## src/rtl/opaddr_pkg.sv

```systemverilog
package opaddr_pkg;

   // Widths
   localparam int PC_W = 13;
   localparam int DA_W = 16;

   // Opcode classes, instruction bits 15..12
   localparam logic [3:0] OP_ALU_PAIR               = 4'h0;
   localparam logic [3:0] OP_ALU_SINGLE             = 4'h1;
   localparam logic [3:0] OP_IO_DIRECT              = 4'h2;
   localparam logic [3:0] OP_DATA_DIRECT            = 4'h3;
   localparam logic [3:0] OP_DISP_Y                 = 4'h4;
   localparam logic [3:0] OP_DISP_Z                 = 4'h5;
   localparam logic [3:0] OP_INDIRECT               = 4'h6;
   localparam logic [3:0] OP_PROGRAM_CONSTANT_LOAD  = 4'h7;
   localparam logic [3:0] OP_POINTER_JUMP           = 4'h8;
   localparam logic [3:0] OP_RELATIVE_JUMP          = 4'h9;
   localparam logic [3:0] OP_RELATIVE_CALL          = 4'ha;
   localparam logic [3:0] OP_ABSOLUTE_JUMP          = 4'hb;

   // Field positions
   localparam int OP_MSB    = 15;
   localparam int OP_LSB    = 12;
   localparam int DST_MSB   = 8;
   localparam int DST_LSB   = 4;
   localparam int STORE_BIT = 9;
   localparam int IO_OUT_BIT = 11;
   localparam int CALL_BIT  = 0;

   // Pointer selects and indirect modes
   localparam logic [1:0] PTR_X    = 2'h0;
   localparam logic [1:0] PTR_Y    = 2'h1;
   localparam logic [1:0] PTR_Z    = 2'h2;
   localparam logic [1:0] PM_PLAIN = 2'h0;
   localparam logic [1:0] PM_POST  = 2'h1;
   localparam logic [1:0] PM_PRE   = 2'h2;

   // First register of the pointer pairs
   localparam logic [4:0] PTR_BASE = 5'h1a;

   // Data space layout
   localparam logic [15:0] IO_BASE = 16'h0020;
   localparam logic [15:0] IO_TOP  = 16'h0060;

   // Steps and reset values
   localparam logic [PC_W-1:0] PC_STEP = 13'h0001;
   localparam logic [PC_W-1:0] PC_RST  = 13'h0000;
   localparam logic [15:0]     PTR_STEP = 16'h0001;

   typedef enum logic {st_exec, st_mem2} ex_state_t;
   typedef enum logic [1:0] {sp_reg, sp_io, sp_mem, sp_const} space_t;

endpackage

```

## src/rtl/rf_if.sv

```systemverilog
`timescale 1ns/1ps
interface rf_if;
   logic [4:0]  ra_addr;
   logic [4:0]  rb_addr;
   logic [1:0]  rp_sel;
   logic [7:0]  ra_data;
   logic [7:0]  rb_data;
   logic [15:0] rp_data;
   logic        wa_en;
   logic [4:0]  wa_addr;
   logic [7:0]  wa_data;
   logic        wp_en;
   logic [1:0]  wp_sel;
   logic [15:0] wp_data;

   modport core (output ra_addr, rb_addr, rp_sel, wa_en, wa_addr, wa_data,
                 output wp_en, wp_sel, wp_data,
                 input  ra_data, rb_data, rp_data);
   modport store (input  ra_addr, rb_addr, rp_sel, wa_en, wa_addr, wa_data,
                  input  wp_en, wp_sel, wp_data,
                  output ra_data, rb_data, rp_data);
endinterface

```

## src/rtl/gpr_store.sv

```systemverilog
`timescale 1ns/1ps
module gpr_store (
   // Clock
   input wire logic core_clk,
   // Core side
   rf_if.store      rf
);
   import opaddr_pkg::*;

   logic [7:0]  regs_ff [32];
   logic [7:0]  nxt_regs [32];
   logic [7:0]  ra_ff;
   logic [7:0]  nxt_ra;
   logic [7:0]  rb_ff;
   logic [7:0]  nxt_rb;
   logic [15:0] rp_ff;
   logic [15:0] nxt_rp;
   logic [4:0]  wp_lo;
   logic [4:0]  rp_lo;

   assign wp_lo = PTR_BASE + {2'b00, rf.wp_sel, 1'b0};
   assign rp_lo = PTR_BASE + {2'b00, rf.rp_sel, 1'b0};

   // Write-first: reads see this cycle's writes, so no forwarding elsewhere
   always_comb begin
      nxt_regs = regs_ff;
      if (rf.wa_en) begin
         nxt_regs[rf.wa_addr] = rf.wa_data;
      end
      if (rf.wp_en) begin
         nxt_regs[wp_lo] = rf.wp_data[7:0];
         nxt_regs[5'(wp_lo + 5'h01)] = rf.wp_data[15:8];
      end
      nxt_ra = nxt_regs[rf.ra_addr];
      nxt_rb = nxt_regs[rf.rb_addr];
      nxt_rp = {nxt_regs[5'(rp_lo + 5'h01)], nxt_regs[rp_lo]};
   end

   always_ff @(posedge core_clk) begin
      regs_ff <= nxt_regs;
      ra_ff   <= nxt_ra;
      rb_ff   <= nxt_rb;
      rp_ff   <= nxt_rp;
   end

   assign rf.ra_data = ra_ff;
   assign rf.rb_data = rb_ff;
   assign rf.rp_data = rp_ff;

endmodule

```

## src/rtl/operand_address_generation.sv

```systemverilog
`timescale 1ns/1ps
// What this block does
// - Single-register operations take their operand from the destination field.
// - Pair operations read source and destination, result goes to destination.
// - I/O direct takes a 6-bit address field plus a register field.
// - Data direct uses the whole second instruction word as address.
// - Displacement mode adds a 6-bit field to the Y or Z pointer.
// - Plain indirect uses the X, Y or Z pointer unchanged.
// - Pre-decrement lowers the pointer first and uses the lowered value.
// - Post-increment uses the old pointer, then raises the pointer.
// - Constant load: Z bits 15..1 pick the word, bit 0 the byte.
// - Pointer jump and call load the counter from Z.
// - Relative jump and call go to counter plus offset plus one.
// - Absolute jump and call go to the address in the second word.
// - The core runs straight from the system clock, undivided.
// - Fetch overlaps execution for about one instruction per clock.
// - A register pair operation with write-back finishes in one clock.
// - Every data space access spans two clocks.
// - X, Y and Z are register pairs 26..31.
// - Registers appear at data addresses 0x00 to 0x1f.
// - I/O registers appear at data addresses 0x20 to 0x5f.
module operand_address_generation (
   // Clock and reset
   input  wire logic                    core_clk,
   input  wire logic                    rst_b,
   // Program fetch
   output logic [opaddr_pkg::PC_W-1:0]  prog_addr,
   input  wire logic [15:0]             prog_data,
   // Data memory
   output logic [opaddr_pkg::DA_W-1:0]  dmem_addr,
   output logic [7:0]                   dmem_wdata,
   output logic                         dmem_we,
   output logic                         dmem_re,
   input  wire logic [7:0]              dmem_rdata,
   // I/O space
   output logic [5:0]                   io_addr,
   output logic [7:0]                   io_wdata,
   output logic                         io_we,
   output logic                         io_re,
   input  wire logic [7:0]              io_rdata,
   // Program constants
   output logic [14:0]                  const_addr,
   input  wire logic [15:0]             const_data,
   // Return address for the stack unit
   output logic                         call_push,
   output logic [opaddr_pkg::PC_W-1:0]  ret_addr
);
   import opaddr_pkg::*;

   ex_state_t         state_ff, nxt_state;
   logic [PC_W-1:0]   pc_ff, nxt_pc, fpc_ff, nxt_fpc, irpc_ff, nxt_irpc;
   logic [15:0]       ir_ff, nxt_ir;
   logic              irv_ff, nxt_irv, sq_ff, nxt_sq, skip_ff, nxt_skip;
   logic              acc_ld_ff, nxt_acc_ld, byte_ff, nxt_byte;
   space_t            acc_sp_ff, nxt_acc_sp;
   logic [4:0]        acc_d_ff, nxt_acc_d;
   logic [15:0]       daddr_ff, nxt_daddr;
   logic [7:0]        wdata_ff, nxt_wdata;
   logic              dwe_ff, nxt_dwe, dre_ff, nxt_dre;
   logic [5:0]        ioa_ff, nxt_ioa;
   logic              iowe_ff, nxt_iowe, iore_ff, nxt_iore;
   logic [14:0]       caddr_ff, nxt_caddr;
   logic              call_ff, nxt_call;
   logic [PC_W-1:0]   ret_ff, nxt_ret;

   logic [3:0]        op;
   logic [4:0]        dst;
   logic [4:0]        source_operand_reg;
   logic [5:0]        disp;
   logic [5:0]        io_field;
   logic [1:0]        pmode;
   logic [PC_W-1:0]   kx;
   logic              exec;
   logic              access, ld, jump, is_call;
   space_t            sp;
   logic [15:0]       eff;
   logic [PC_W-1:0]   target;
   logic [7:0]        ld_data;

   rf_if rf ();

   gpr_store u_store (
      .core_clk (core_clk),
      .rf       (rf)
   );

   function automatic logic [1:0] ptr_of(input logic [15:0] w);
      logic [1:0] s;
      s = PTR_Z;
      if (w[OP_MSB:OP_LSB] == OP_DISP_Y) begin
         s = PTR_Y;
      end else if (w[OP_MSB:OP_LSB] == OP_INDIRECT) begin
         s = w[3:2];
      end
      return s;
   endfunction

   assign op                 = ir_ff[OP_MSB:OP_LSB];
   assign dst                = ir_ff[DST_MSB:DST_LSB];
   assign source_operand_reg = {ir_ff[9], ir_ff[3:0]};
   assign disp               = {ir_ff[11:10], ir_ff[3:0]};
   assign io_field           = {ir_ff[10:9], ir_ff[3:0]};
   assign pmode              = ir_ff[1:0];
   assign kx                 = {ir_ff[11], ir_ff[11:0]};
   assign exec               = irv_ff && state_ff == st_exec;

   // Operand decode and effective address
   always_comb begin
      access = 1'b0;
      ld     = !ir_ff[STORE_BIT];
      jump   = 1'b0;
      is_call = ir_ff[CALL_BIT];
      eff    = rf.rp_data;
      target = PC_W'(irpc_ff + kx + PC_STEP);
      rf.wp_en   = 1'b0;
      rf.wp_sel  = ptr_of(ir_ff);
      rf.wp_data = rf.rp_data;
      unique case (op)
         OP_IO_DIRECT: begin
            access = 1'b1;
            ld     = !ir_ff[IO_OUT_BIT];
            eff    = IO_BASE + {10'h000, io_field};
         end
         OP_DATA_DIRECT: begin
            access = 1'b1;
            eff    = prog_data;
         end
         OP_DISP_Y, OP_DISP_Z: begin
            access = 1'b1;
            eff    = rf.rp_data + {10'h000, disp};
         end
         OP_INDIRECT: begin
            access = 1'b1;
            if (pmode == PM_POST) begin
               rf.wp_en   = exec;
               rf.wp_data = rf.rp_data + PTR_STEP;
            end else if (pmode == PM_PRE) begin
               eff        = rf.rp_data - PTR_STEP;
               rf.wp_en   = exec;
               rf.wp_data = eff;
            end
         end
         OP_PROGRAM_CONSTANT_LOAD: begin
            access = 1'b1;
            ld     = 1'b1;
         end
         OP_POINTER_JUMP: begin
            jump   = 1'b1;
            target = rf.rp_data[PC_W-1:0];
         end
         OP_RELATIVE_JUMP: begin
            jump    = 1'b1;
            is_call = 1'b0;
         end
         OP_RELATIVE_CALL: begin
            jump    = 1'b1;
            is_call = 1'b1;
         end
         OP_ABSOLUTE_JUMP: begin
            jump   = 1'b1;
            target = prog_data[PC_W-1:0];
         end
         default: begin
         end
      endcase
      if (op == OP_PROGRAM_CONSTANT_LOAD) begin
         sp = sp_const;
      end else if (eff < IO_BASE) begin
         sp = sp_reg;
      end else if (eff < IO_TOP) begin
         sp = sp_io;
      end else begin
         sp = sp_mem;
      end
   end

   // Register file ports; reads are registered, so addresses come early
   always_comb begin
      rf.ra_addr = nxt_ir[DST_MSB:DST_LSB];
      if (exec && access && ld && sp == sp_reg) begin
         rf.ra_addr = eff[4:0];
      end
      rf.rb_addr = {nxt_ir[9], nxt_ir[3:0]};
      rf.rp_sel  = ptr_of(nxt_ir);
   end

   always_comb begin
      unique case (acc_sp_ff)
         sp_reg:   ld_data = rf.ra_data;
         sp_io:    ld_data = io_rdata;
         sp_mem:   ld_data = dmem_rdata;
         sp_const: ld_data = byte_ff ? const_data[15:8]
                                     : const_data[7:0];
      endcase
   end

   // Pipeline and access sequencing
   always_comb begin
      nxt_state = state_ff;
      nxt_pc    = pc_ff + PC_STEP;
      nxt_fpc   = pc_ff;
      nxt_ir    = prog_data;
      nxt_irpc  = fpc_ff;
      nxt_irv   = !sq_ff;
      nxt_sq    = 1'b0;
      nxt_skip  = skip_ff;
      nxt_acc_ld = acc_ld_ff;
      nxt_acc_sp = acc_sp_ff;
      nxt_acc_d  = acc_d_ff;
      nxt_byte   = byte_ff;
      nxt_daddr  = daddr_ff;
      nxt_wdata  = wdata_ff;
      nxt_ioa    = ioa_ff;
      nxt_caddr  = caddr_ff;
      nxt_dwe  = 1'b0;
      nxt_dre  = 1'b0;
      nxt_iowe = 1'b0;
      nxt_iore = 1'b0;
      nxt_call = 1'b0;
      nxt_ret  = ret_ff;
      rf.wa_en   = 1'b0;
      rf.wa_addr = dst;
      rf.wa_data = rf.ra_data;
      unique case (state_ff)
         st_exec: begin
            if (irv_ff && op == OP_ALU_PAIR) begin
               rf.wa_en = 1'b1;
               unique case (ir_ff[11:10])
                  2'h0: rf.wa_data = rf.ra_data + rf.rb_data;
                  2'h1: rf.wa_data = rf.ra_data - rf.rb_data;
                  2'h2: rf.wa_data = rf.ra_data & rf.rb_data;
                  2'h3: rf.wa_data = rf.rb_data;
               endcase
            end else if (irv_ff && op == OP_ALU_SINGLE) begin
               rf.wa_en = 1'b1;
               unique case (ir_ff[11:10])
                  2'h0: rf.wa_data = rf.ra_data + 8'h01;
                  2'h1: rf.wa_data = rf.ra_data - 8'h01;
                  2'h2: rf.wa_data = ~rf.ra_data;
                  2'h3: rf.wa_data = {rf.ra_data[3:0], rf.ra_data[7:4]};
               endcase
            end else if (exec && access) begin
               // Park the next word in ir; it waits out the second clock
               nxt_state  = st_mem2;
               nxt_pc     = pc_ff;
               nxt_fpc    = fpc_ff;
               nxt_skip   = op == OP_DATA_DIRECT;
               nxt_acc_ld = ld;
               nxt_acc_sp = sp;
               nxt_acc_d  = (ld || sp != sp_reg) ? dst : eff[4:0];
               nxt_byte   = rf.rp_data[0];
               nxt_caddr  = rf.rp_data[15:1];
               nxt_daddr  = eff;
               nxt_wdata  = rf.ra_data;
               nxt_ioa    = 6'(eff - IO_BASE);
               nxt_dre    = ld && sp == sp_mem;
               nxt_dwe    = !ld && sp == sp_mem;
               nxt_iore   = ld && sp == sp_io;
               nxt_iowe   = !ld && sp == sp_io;
            end else if (exec && jump) begin
               // Two fetched words behind a jump are dropped
               nxt_pc   = target;
               nxt_irv  = 1'b0;
               nxt_sq   = 1'b1;
               nxt_call = is_call && op != OP_RELATIVE_JUMP;
               nxt_ret  = irpc_ff + PC_STEP +
                          ((op == OP_ABSOLUTE_JUMP) ? PC_STEP : PC_RST);
            end
         end
         st_mem2: begin
            nxt_state  = st_exec;
            nxt_skip   = 1'b0;
            nxt_ir     = ir_ff;
            nxt_irpc   = irpc_ff;
            nxt_irv    = irv_ff && !skip_ff;
            rf.wa_en   = acc_ld_ff || acc_sp_ff == sp_reg;
            rf.wa_addr = acc_d_ff;
            rf.wa_data = acc_ld_ff ? ld_data : wdata_ff;
         end
      endcase
   end

   // All state on the undivided system clock
   always_ff @(posedge core_clk or negedge rst_b) begin
      if (!rst_b) begin
         state_ff <= st_exec;
         pc_ff    <= PC_RST;
         fpc_ff   <= PC_RST;
         irpc_ff  <= PC_RST;
         ir_ff    <= 16'h0000;
         irv_ff   <= 1'b0;
         sq_ff    <= 1'b1;
         skip_ff  <= 1'b0;
         acc_ld_ff <= 1'b0;
         acc_sp_ff <= sp_mem;
         acc_d_ff  <= 5'h00;
         byte_ff   <= 1'b0;
         daddr_ff  <= 16'h0000;
         wdata_ff  <= 8'h00;
         dwe_ff    <= 1'b0;
         dre_ff    <= 1'b0;
         ioa_ff    <= 6'h00;
         iowe_ff   <= 1'b0;
         iore_ff   <= 1'b0;
         caddr_ff  <= 15'h0000;
         call_ff   <= 1'b0;
         ret_ff    <= PC_RST;
      end else begin
         state_ff <= nxt_state;
         pc_ff    <= nxt_pc;
         fpc_ff   <= nxt_fpc;
         irpc_ff  <= nxt_irpc;
         ir_ff    <= nxt_ir;
         irv_ff   <= nxt_irv;
         sq_ff    <= nxt_sq;
         skip_ff  <= nxt_skip;
         acc_ld_ff <= nxt_acc_ld;
         acc_sp_ff <= nxt_acc_sp;
         acc_d_ff  <= nxt_acc_d;
         byte_ff   <= nxt_byte;
         daddr_ff  <= nxt_daddr;
         wdata_ff  <= nxt_wdata;
         dwe_ff    <= nxt_dwe;
         dre_ff    <= nxt_dre;
         ioa_ff    <= nxt_ioa;
         iowe_ff   <= nxt_iowe;
         iore_ff   <= nxt_iore;
         caddr_ff  <= nxt_caddr;
         call_ff   <= nxt_call;
         ret_ff    <= nxt_ret;
      end
   end

   assign prog_addr  = pc_ff;
   assign dmem_addr  = daddr_ff;
   assign dmem_wdata = wdata_ff;
   assign dmem_we    = dwe_ff;
   assign dmem_re    = dre_ff;
   assign io_addr    = ioa_ff;
   assign io_wdata   = wdata_ff;
   assign io_we      = iowe_ff;
   assign io_re      = iore_ff;
   assign const_addr = caddr_ff;
   assign call_push  = call_ff;
   assign ret_addr   = ret_ff;

   a_alu_one_clock: assert property (@(posedge core_clk) disable iff (!rst_b)
      exec && op == OP_ALU_PAIR |-> rf.wa_en && rf.wa_addr == dst
         ##1 state_ff == st_exec)
      else $error("pair operation did not write back in one clock");
   a_fetch_overlap: assert property (@(posedge core_clk) disable iff (!rst_b)
      state_ff == st_exec && !(exec && (access || jump))
         |=> pc_ff == PC_W'($past(pc_ff) + PC_STEP))
      else $error("fetch did not advance beside execution");
   a_access_two_clk: assert property (@(posedge core_clk) disable iff (!rst_b)
      exec && access |=> state_ff == st_mem2 && $stable(pc_ff)
         ##1 state_ff == st_exec)
      else $error("data access did not take two clocks");
   a_post_inc_ptr: assert property (@(posedge core_clk) disable iff (!rst_b)
      exec && op == OP_INDIRECT && pmode == PM_POST
         |-> eff == rf.rp_data && rf.wp_en
             && rf.wp_data == 16'(rf.rp_data + PTR_STEP))
      else $error("post-increment address or update wrong");
   a_pre_dec_ptr: assert property (@(posedge core_clk) disable iff (!rst_b)
      exec && op == OP_INDIRECT && pmode == PM_PRE
         |=> daddr_ff == 16'($past(rf.rp_data) - PTR_STEP))
      else $error("pre-decrement address wrong");
   a_disp_sum: assert property (@(posedge core_clk) disable iff (!rst_b)
      exec && (op == OP_DISP_Y || op == OP_DISP_Z)
         |=> daddr_ff == 16'($past(rf.rp_data) + $past(disp)))
      else $error("displacement address wrong");
   a_rel_target: assert property (@(posedge core_clk) disable iff (!rst_b)
      exec && (op == OP_RELATIVE_JUMP || op == OP_RELATIVE_CALL)
         |=> pc_ff == PC_W'($past(irpc_ff) + $past(kx) + PC_STEP)
             && !irv_ff ##1 !irv_ff)
      else $error("relative target wrong or flush missing");
   a_ptr_jump_z: assert property (@(posedge core_clk) disable iff (!rst_b)
      exec && op == OP_POINTER_JUMP
         |=> pc_ff == $past(rf.rp_data[PC_W-1:0]))
      else $error("pointer jump target wrong");
   a_io_window: assert property (@(posedge core_clk) disable iff (!rst_b)
      exec && access && eff >= IO_BASE && eff < IO_TOP && op != OP_PROGRAM_CONSTANT_LOAD
         |=> (io_re || io_we) && !dmem_re && !dmem_we
             && io_addr == 6'($past(eff) - IO_BASE))
      else $error("I/O window mapping wrong");
   a_const_byte: assert property (@(posedge core_clk) disable iff (!rst_b)
      exec && op == OP_PROGRAM_CONSTANT_LOAD
         |=> const_addr == $past(rf.rp_data[15:1])
             && byte_ff == $past(rf.rp_data[0]))
      else $error("constant byte address wrong");

endmodule

```

## config.mk

```make
export PLATFORM = sky130hd
export DESIGN_NAME = operand_address_generation
export DESIGN_NICKNAME = d
export VERILOG_FILES = /design/src/rtl/opaddr_pkg.sv /design/src/rtl/rf_if.sv /design/src/rtl/gpr_store.sv /design/src/rtl/operand_address_generation.sv
export SDC_FILE = /design/constraint.sdc
export NUM_CORES = 1
export LEC_CHECK = 0
export ABC_CLOCK_PERIOD_IN_PS = 5950
export CORE_UTILIZATION = 51
export CTS_BUF_LIST = sky130_fd_sc_hd__clkbuf_2 sky130_fd_sc_hd__clkbuf_4 sky130_fd_sc_hd__clkbuf_8
export CTS_CLUSTER_SIZE = 30
export DETAILED_ROUTE_END_ITERATION = 8
export DONT_BUFFER_PORTS = 1
export PLACE_DENSITY = 0.63
export SLEW_MARGIN = 10
export SYNTH_ARGS = -nofsm -noshare
export SYNTH_HDL_FRONTEND = slang
export SYNTH_SLANG_ARGS = --single-unit
export TNS_END_PERCENT = 1
```

## constraint.sdc

```tcl
create_clock -name core_clk -period 5.95 [get_ports core_clk]
set_clock_uncertainty 0.2 [all_clocks]
set_input_delay 0.2975 -clock core_clk [delete_from_list [all_inputs] [get_ports core_clk]]
set_output_delay 0.2975 -clock core_clk [all_outputs]
set_load 0.01 [all_outputs]
```

# Yosys cells after proc, flatten, opt, wreduce, memory -nomap -nowiden
# Cells that the tools add are included.
# word_totals
elab_cells	270
inputBits	50
output_inout_bits	84
reg_bits	419
# op_classes
n_lt_le_gt_ge	12
reduce_logical	34
n_mux	107
eq_ne	28
add_sub_neg	18
bitwise_logic	13
# ops
cell	count
$bwmux W256	3
$mux W256	2
$bmux W8 S5	4
$demux W8 S5	3
$mux W8	15
$mux W13	9
$pmux W8 S4	3
$mux W16	5
$pmux W16 S4	1
$mux W1	44
$ge A6 B6 Y1 const B	7
$not A5 Y6	7
$add A13 B1 Y13 const B	3
$pmux W13 S2	1
$eq A4 B3 Y1 const B	6
$lt A6 B1 Y1 const B	3
$add A16 B1 Y16 const B	1
$add A16 B6 Y16	1
$eq A4 B4 Y1 const B	4
$logic_and A1 B1 Y1	16
$lt A16 B6 Y1 const B	1
$lt A16 B7 Y1 const B	1
$pmux W8 S2	1
$sub A16 B1 Y16 const B	1
other kinds (35)	70

# Logic depth before layout (Yosys ltp)
# depth
depth_word	15
mapped_depth	22
mapped_depth_nobuf	19

# By module
# From an unflattened synthesis, not the netlist that was laid out.
# hier_totals
cells_unflattened	3251
area_unflattened_um2	26546.7
# by_module_without_submodules
module	seq_area_each_um2	instances	area_per_inst_um2	cells_each
gpr_store	5765.5	1	16748.6	2071
operand_address_generation	3155.5	1	9798.1	1180

# Least setup slack after synthesis
# No wires, ideal clock.
# synth_timing
path_kind	register -> register
start	register ir_ff[11]
end	register u_store.rb_ff[6], in the netlist u_store.rf.rb_data[6]
setup_time_ps	91
arrival_time_ps	4411
synth_period_minus_slack_ps	4702
slack_ps	1248
stages_incl_launch_ff	20
required_ps	5659
n_path_buf	2
cell_sequence	dfrtp_1 -> clkbuf_1 -> clkinv_1 -> nand2_1 -> clkinv_1 -> mux2i_1 -> fa_1 -> a21o_1 -> a21oi_1 -> o21ai_0 -> xor2_1 -> o221ai_1 -> or2_2 -> clkbuf_1 -> o21ai_0 -> mux2i_1 -> mux4_2 -> nand3_1 -> o31ai_1 -> a311oi_1
# synth_rtl
item	line	text
start, declared	operand_address_generation.sv:52	logic [15:0] ir_ff, nxt_ir;
start signal, assigned	operand_address_generation.sv:313	ir_ff <= nxt_ir;
end signal, assigned	gpr_store.sv:42	rb_ff <= nxt_rb;
end, declared	gpr_store.sv:14	logic [7:0] rb_ff;

# Final worst setup path
# layout_timing
start	register u_store.rp_ff[0], in the netlist u_store.rf.rp_data[0]
end	register u_store.ra_ff[5], in the netlist u_store.rf.ra_data[5]
# layout_via
elab_chain_len	15
elab_cells_between_ends	23
classes_between	add/sub (3); order compare (2); mux (15); bitwise (1); reduce/logical (2)
# layout_lines
item	line	text
start, declared	gpr_store.sv:16	logic [15:0] rp_ff;
start signal, assigned	gpr_store.sv:43	rp_ff <= nxt_rp;
$sub A16 B1 Y16	operand_address_generation.sv:138	eff = rf.rp_data - PTR_STEP;
$mux W16	operand_address_generation.sv:137	end else if (pmode == PM_PRE) begin
$mux W16	operand_address_generation.sv:134	if (pmode == PM_POST) begin
$pmux W16 S4	operand_address_generation.sv:118	unique case (op)
$lt A16 B7 Y1	operand_address_generation.sv:170	end else if (eff < IO_TOP) begin
$mux W2	operand_address_generation.sv:170	
$mux W2	operand_address_generation.sv:168	end else if (eff < IO_BASE) begin
$mux W2	operand_address_generation.sv:166	if (op == OP_PROGRAM_CONSTANT_LOAD) begin
$logic_not A2 Y1	operand_address_generation.sv:180	if (exec && access && ld && sp == sp_reg) begin
$logic_and A1 B1 Y1	operand_address_generation.sv:180	
$mux W5	operand_address_generation.sv:180	
$not A5 Y6 (implied by the code)	gpr_store.sv:34	nxt_ra = nxt_regs[rf.ra_addr];
$bmux W8 S5 *	gpr_store.sv:34	
$mux W8 (implied by the code) * (2 in a row)	gpr_store.sv:34	
net u_store.nxt_ra[5]	gpr_store.sv:13	logic [7:0] nxt_ra;
end signal, assigned	gpr_store.sv:41	ra_ff <= nxt_ra;
end, declared	gpr_store.sv:12	logic [7:0] ra_ff;
# The timed path passes the listed nets; every way through them passes the cells marked *. The select of a mux whose other input is x is not followed.
# A chain may end at the register's enable or synchronous reset.

==> results.toml <==
[outcome]
outcome = "finished, final reports clean"

[drt]
wl_mm = 102
drt_drc_violations_left = 0
drt-pass1-iter-count = 6
drtIter0Drc = 2826
ant_nets = 0
routedWlPerCell_um = 27.8
vias_per_cell = 6.54
vias = 24100

[critical_path]
crit_top_cell = "buf_4"
critPathBufInv = 4
cp_slowest_stage_delay_ns = 0.51
crit_type = "reg2reg"
slowest_stage = "nor4_4"
ff2ff_setup_slack_ns = 0.32
startpoint_type = "flip-flop"
crit_path_end_kind = "flip-flop"
required_ns = 6.31
cp_top_family = "compound AO/OA/AOI/OAI gates"
path_cells = "ha_1 -> inv_1 -> fa_1 -> nor2b_1 -> o2111a_1 -> nor2_1 -> o31a_1 -> a221oi_1 -> nand3_1 -> nor4_4 -> buf_4 -> mux2i_4 -> buf_4 -> buf_4 -> mux2i_1 -> nor2_1 -> o32ai_1 -> nor4_1"
cp_max_fo = 16
critPathArrivalTime_ns = 6.00

[layout]
layout-drive-gt1-share_pct = 18.2
layout_common_cells = "443 x nand2_1, 287 x dfxtp_1, 251 x nor2_1"
final_common_cell = "nand2_1"
areaGrowthSynthToFinish_pct = 11.5
layout.nets = 3056

[yosys]
ys_seq_area_share_pct = 34.9
ys_ff_latch = 414
syn-cell-area_um2 = 25500
yosys_warnings = 0
synth_nets = 3045
async_reset_ff_share_pct = 30.4
syn_avg_cell_area_um2 = 8.65
synth_cells = 2952
ys_types = 113
synth_ff_type = "dfxtp_1"
synth_edf_count = 0

[floorplanning]
start_util_pct = 52.0
rows = 81
die_w_um = 226
coreArea_um2 = 49200
dieArea_um2 = 51000
ios = 134
fp.dieH_um = 226

[clocking]
ctsLongestPathBuffers = 3
cts-htree-levels = 3
clk_latency_ns = 0.69
path_clk_slew_ns = 0.06
cts_tree = "done"
cts_sinks = 414
cts_root_buf = "clkbuf_8"
cts_setup_buffers = 0
cts_buffers = 76

[placement]
io_buffers = 0
place.gp.congestion = 1.03
hpwlAfterDp_mm = 73.7

[timing]
slew_headroom_pct = 15.2
worst_hold_slack_ns = 0.0459
fmax_mhz = 178
rsz0062_at_grt = "no"
period_share_pct = 94.7
setup_viol = 0
fin_setup_tns_ns = 0
timing.final.crit_period_ns = 5.63
hold_viol = 0
slew_viol_final = 0
worst_pin_slew_ns = 1.27

[pwr]
power_density_nw_per_um2 = 641
ir_worst_vdd_mv = 0.340
power_mw = 18.3
leakage_nw = 12.6

[hold_path]
hold_path_class = "in2async"

[global_route]
grt_max_degree = 127
grt_overflow = 0
grt_usage_pct = 40.0
grt_pass1_wl_mm = 151
antenna_found_initial = 4
grt_pass1_vias = 22800

[job]
cap_violations = 0
-- kinds of logic (layout without fill, tap and decap cells) --
group,count (synthesis),count (layout),synth area share (%)
buffers and inverters,364,430,6.25
XOR/XNOR,53,53,1.82
AND/OR/NAND/NOR,993,993,17.5
flip-flops,414,414,34.9
other,0,5,0
multiplexers,395,395,19.1
AO/OA/AOI/OAI,689,689,18.1
adder cells (fa/ha/maj),44,44,2.26
-- repair_timing --
action,4_1_cts,5_1_grt
hold endpoints to repair,162,0
hold buffers,18,0
setup endpoints to repair,0,1
gates resized for setup,0,1
-- power breakdown --
part / switching [mW] / internal (mW)
logic: 6.44 / 3.80
registers: 1.12 / 3.98
clock network: 1.28 / 1.64
total: 8.84 / 9.42
-- worst paths after layout --
check,startpoint,end,cells after the start
worst min register to register,fpc_ff[10]$_DFFE_PN0N_,fpc_ff[10]$_DFFE_PN0N_,2
worst max register to register,u_store.rf.rp_data[0]$_DFF_P_,u_store.rf.ra_data[5]$_DFF_P_,18
worst min-delay path,rst_b,irpc_ff[8]$_DFFE_PN0N_,2
max in group asynchronous,rst_b,state_ff$_DFF_PN0_,2
worst max-delay path,u_store.rf.rp_data[0]$_DFF_P_,u_store.rf.ra_data[5]$_DFF_P_,18
min in group core_clk,prog_data[10],dmem_addr[10]$_DFFE_PN0P_,4
-- metrics by stage --
stage | util (%) | setup slack (ns) | cell area (um2) | cells
6_report | 57.9 | 0.318 | 28500 | 3687
5_1_grt | 57.9 | 0.0412 | 28500 | 3684
4_1_cts | 57.9 | 0.346 | 28500 | 3682
3_5_place_dp | 54.2 | 0.361 | 26700 | 3531
3_3_place_gp | 54.2 | 0.559 | 26700 | 3531
2_1_floorplan | - | 1.25 | 25500 | 2952
-- final cells by class --
class                   instances  area [um2]
fillers                      4495       20700
clock inverters                11        97.6
clock buffers                 122        1500
flip-flops and latches        414        8920
repair buffers                166        1420
multi-input cells            2174       15200
well taps                     664         831
inverters                     131         492
diodes                          5        12.5
-- worst register-to-register path: stages, from the launching register on --
cell and delay (ns):
dfxtp_1 0.43, ha_1 0.24, inv_1 0.07, fa_1 0.42
nor2b_1 0.24, o2111a_1 0.28, nor2_1 0.08, o31a_1 0.30
a221oi_1 0.43, nand3_1 0.21, nor4_4 0.51, buf_4 0.33
mux2i_4 0.47, buf_4 0.37, buf_4 0.27, mux2i_1 0.20
nor2_1 0.05, o32ai_1 0.30, nor4_1 0.12
-- synthesized netlist by cell type (18+ instances only) --
cell / number / area, um2
ha_1: 39 / 488
a22oi_1: 20 / 150
a211oi_1: 45 / 338
inv_1: 125 / 469
nor4_1: 19 / 119
a221oi_1: 20 / 175
a31oi_1: 23 / 144
nand3_1: 70 / 350
and3_1: 21 / 131
dfxtp_1: 288 / 5770
nor2_1: 251 / 942
nor3_1: 51 / 255
buf_4: 18 / 135
nand2b_1: 20 / 125
buf_2: 34 / 170
xnor2_1: 37 / 324
o32ai_1: 22 / 193
mux2_2: 135 / 1520
dfrtp_1: 124 / 3100
a21oi_1: 132 / 661
nand2_1: 444 / 1670
mux4_2: 60 / 1350
mux2i_1: 198 / 1980
clkbuf_1: 153 / 574
o211ai_1: 52 / 390
o21ai_0: 184 / 921
-- registers in the layout, summed over array words and instances (netlist names), 5 cells and up --
register,count
acc_d_ff,5
ret_addr,13
prog_addr,13
ir_ff,16
u_store.rf.ra_data,8
u_store.rf.rp_data,16
irpc_ff,13
const_addr,15
dmem_addr,16
u_store.rf.rb_data,8
dmem_wdata,8
fpc_ff,13
u_store.regs_ff,256
-- per-layer routing --
metal  vias to the layer above  track usage [%]  part of all wire [%]
met4                         2             23.7                   6.5
met5                         -                0                 0.013
met1                     11600             50.8                    39
met2                      1472             62.1                    44
met3                       352             9.13                   9.9
li1                      10600                -                     -
No activity file was read; power rests on OpenSTA's default activity.
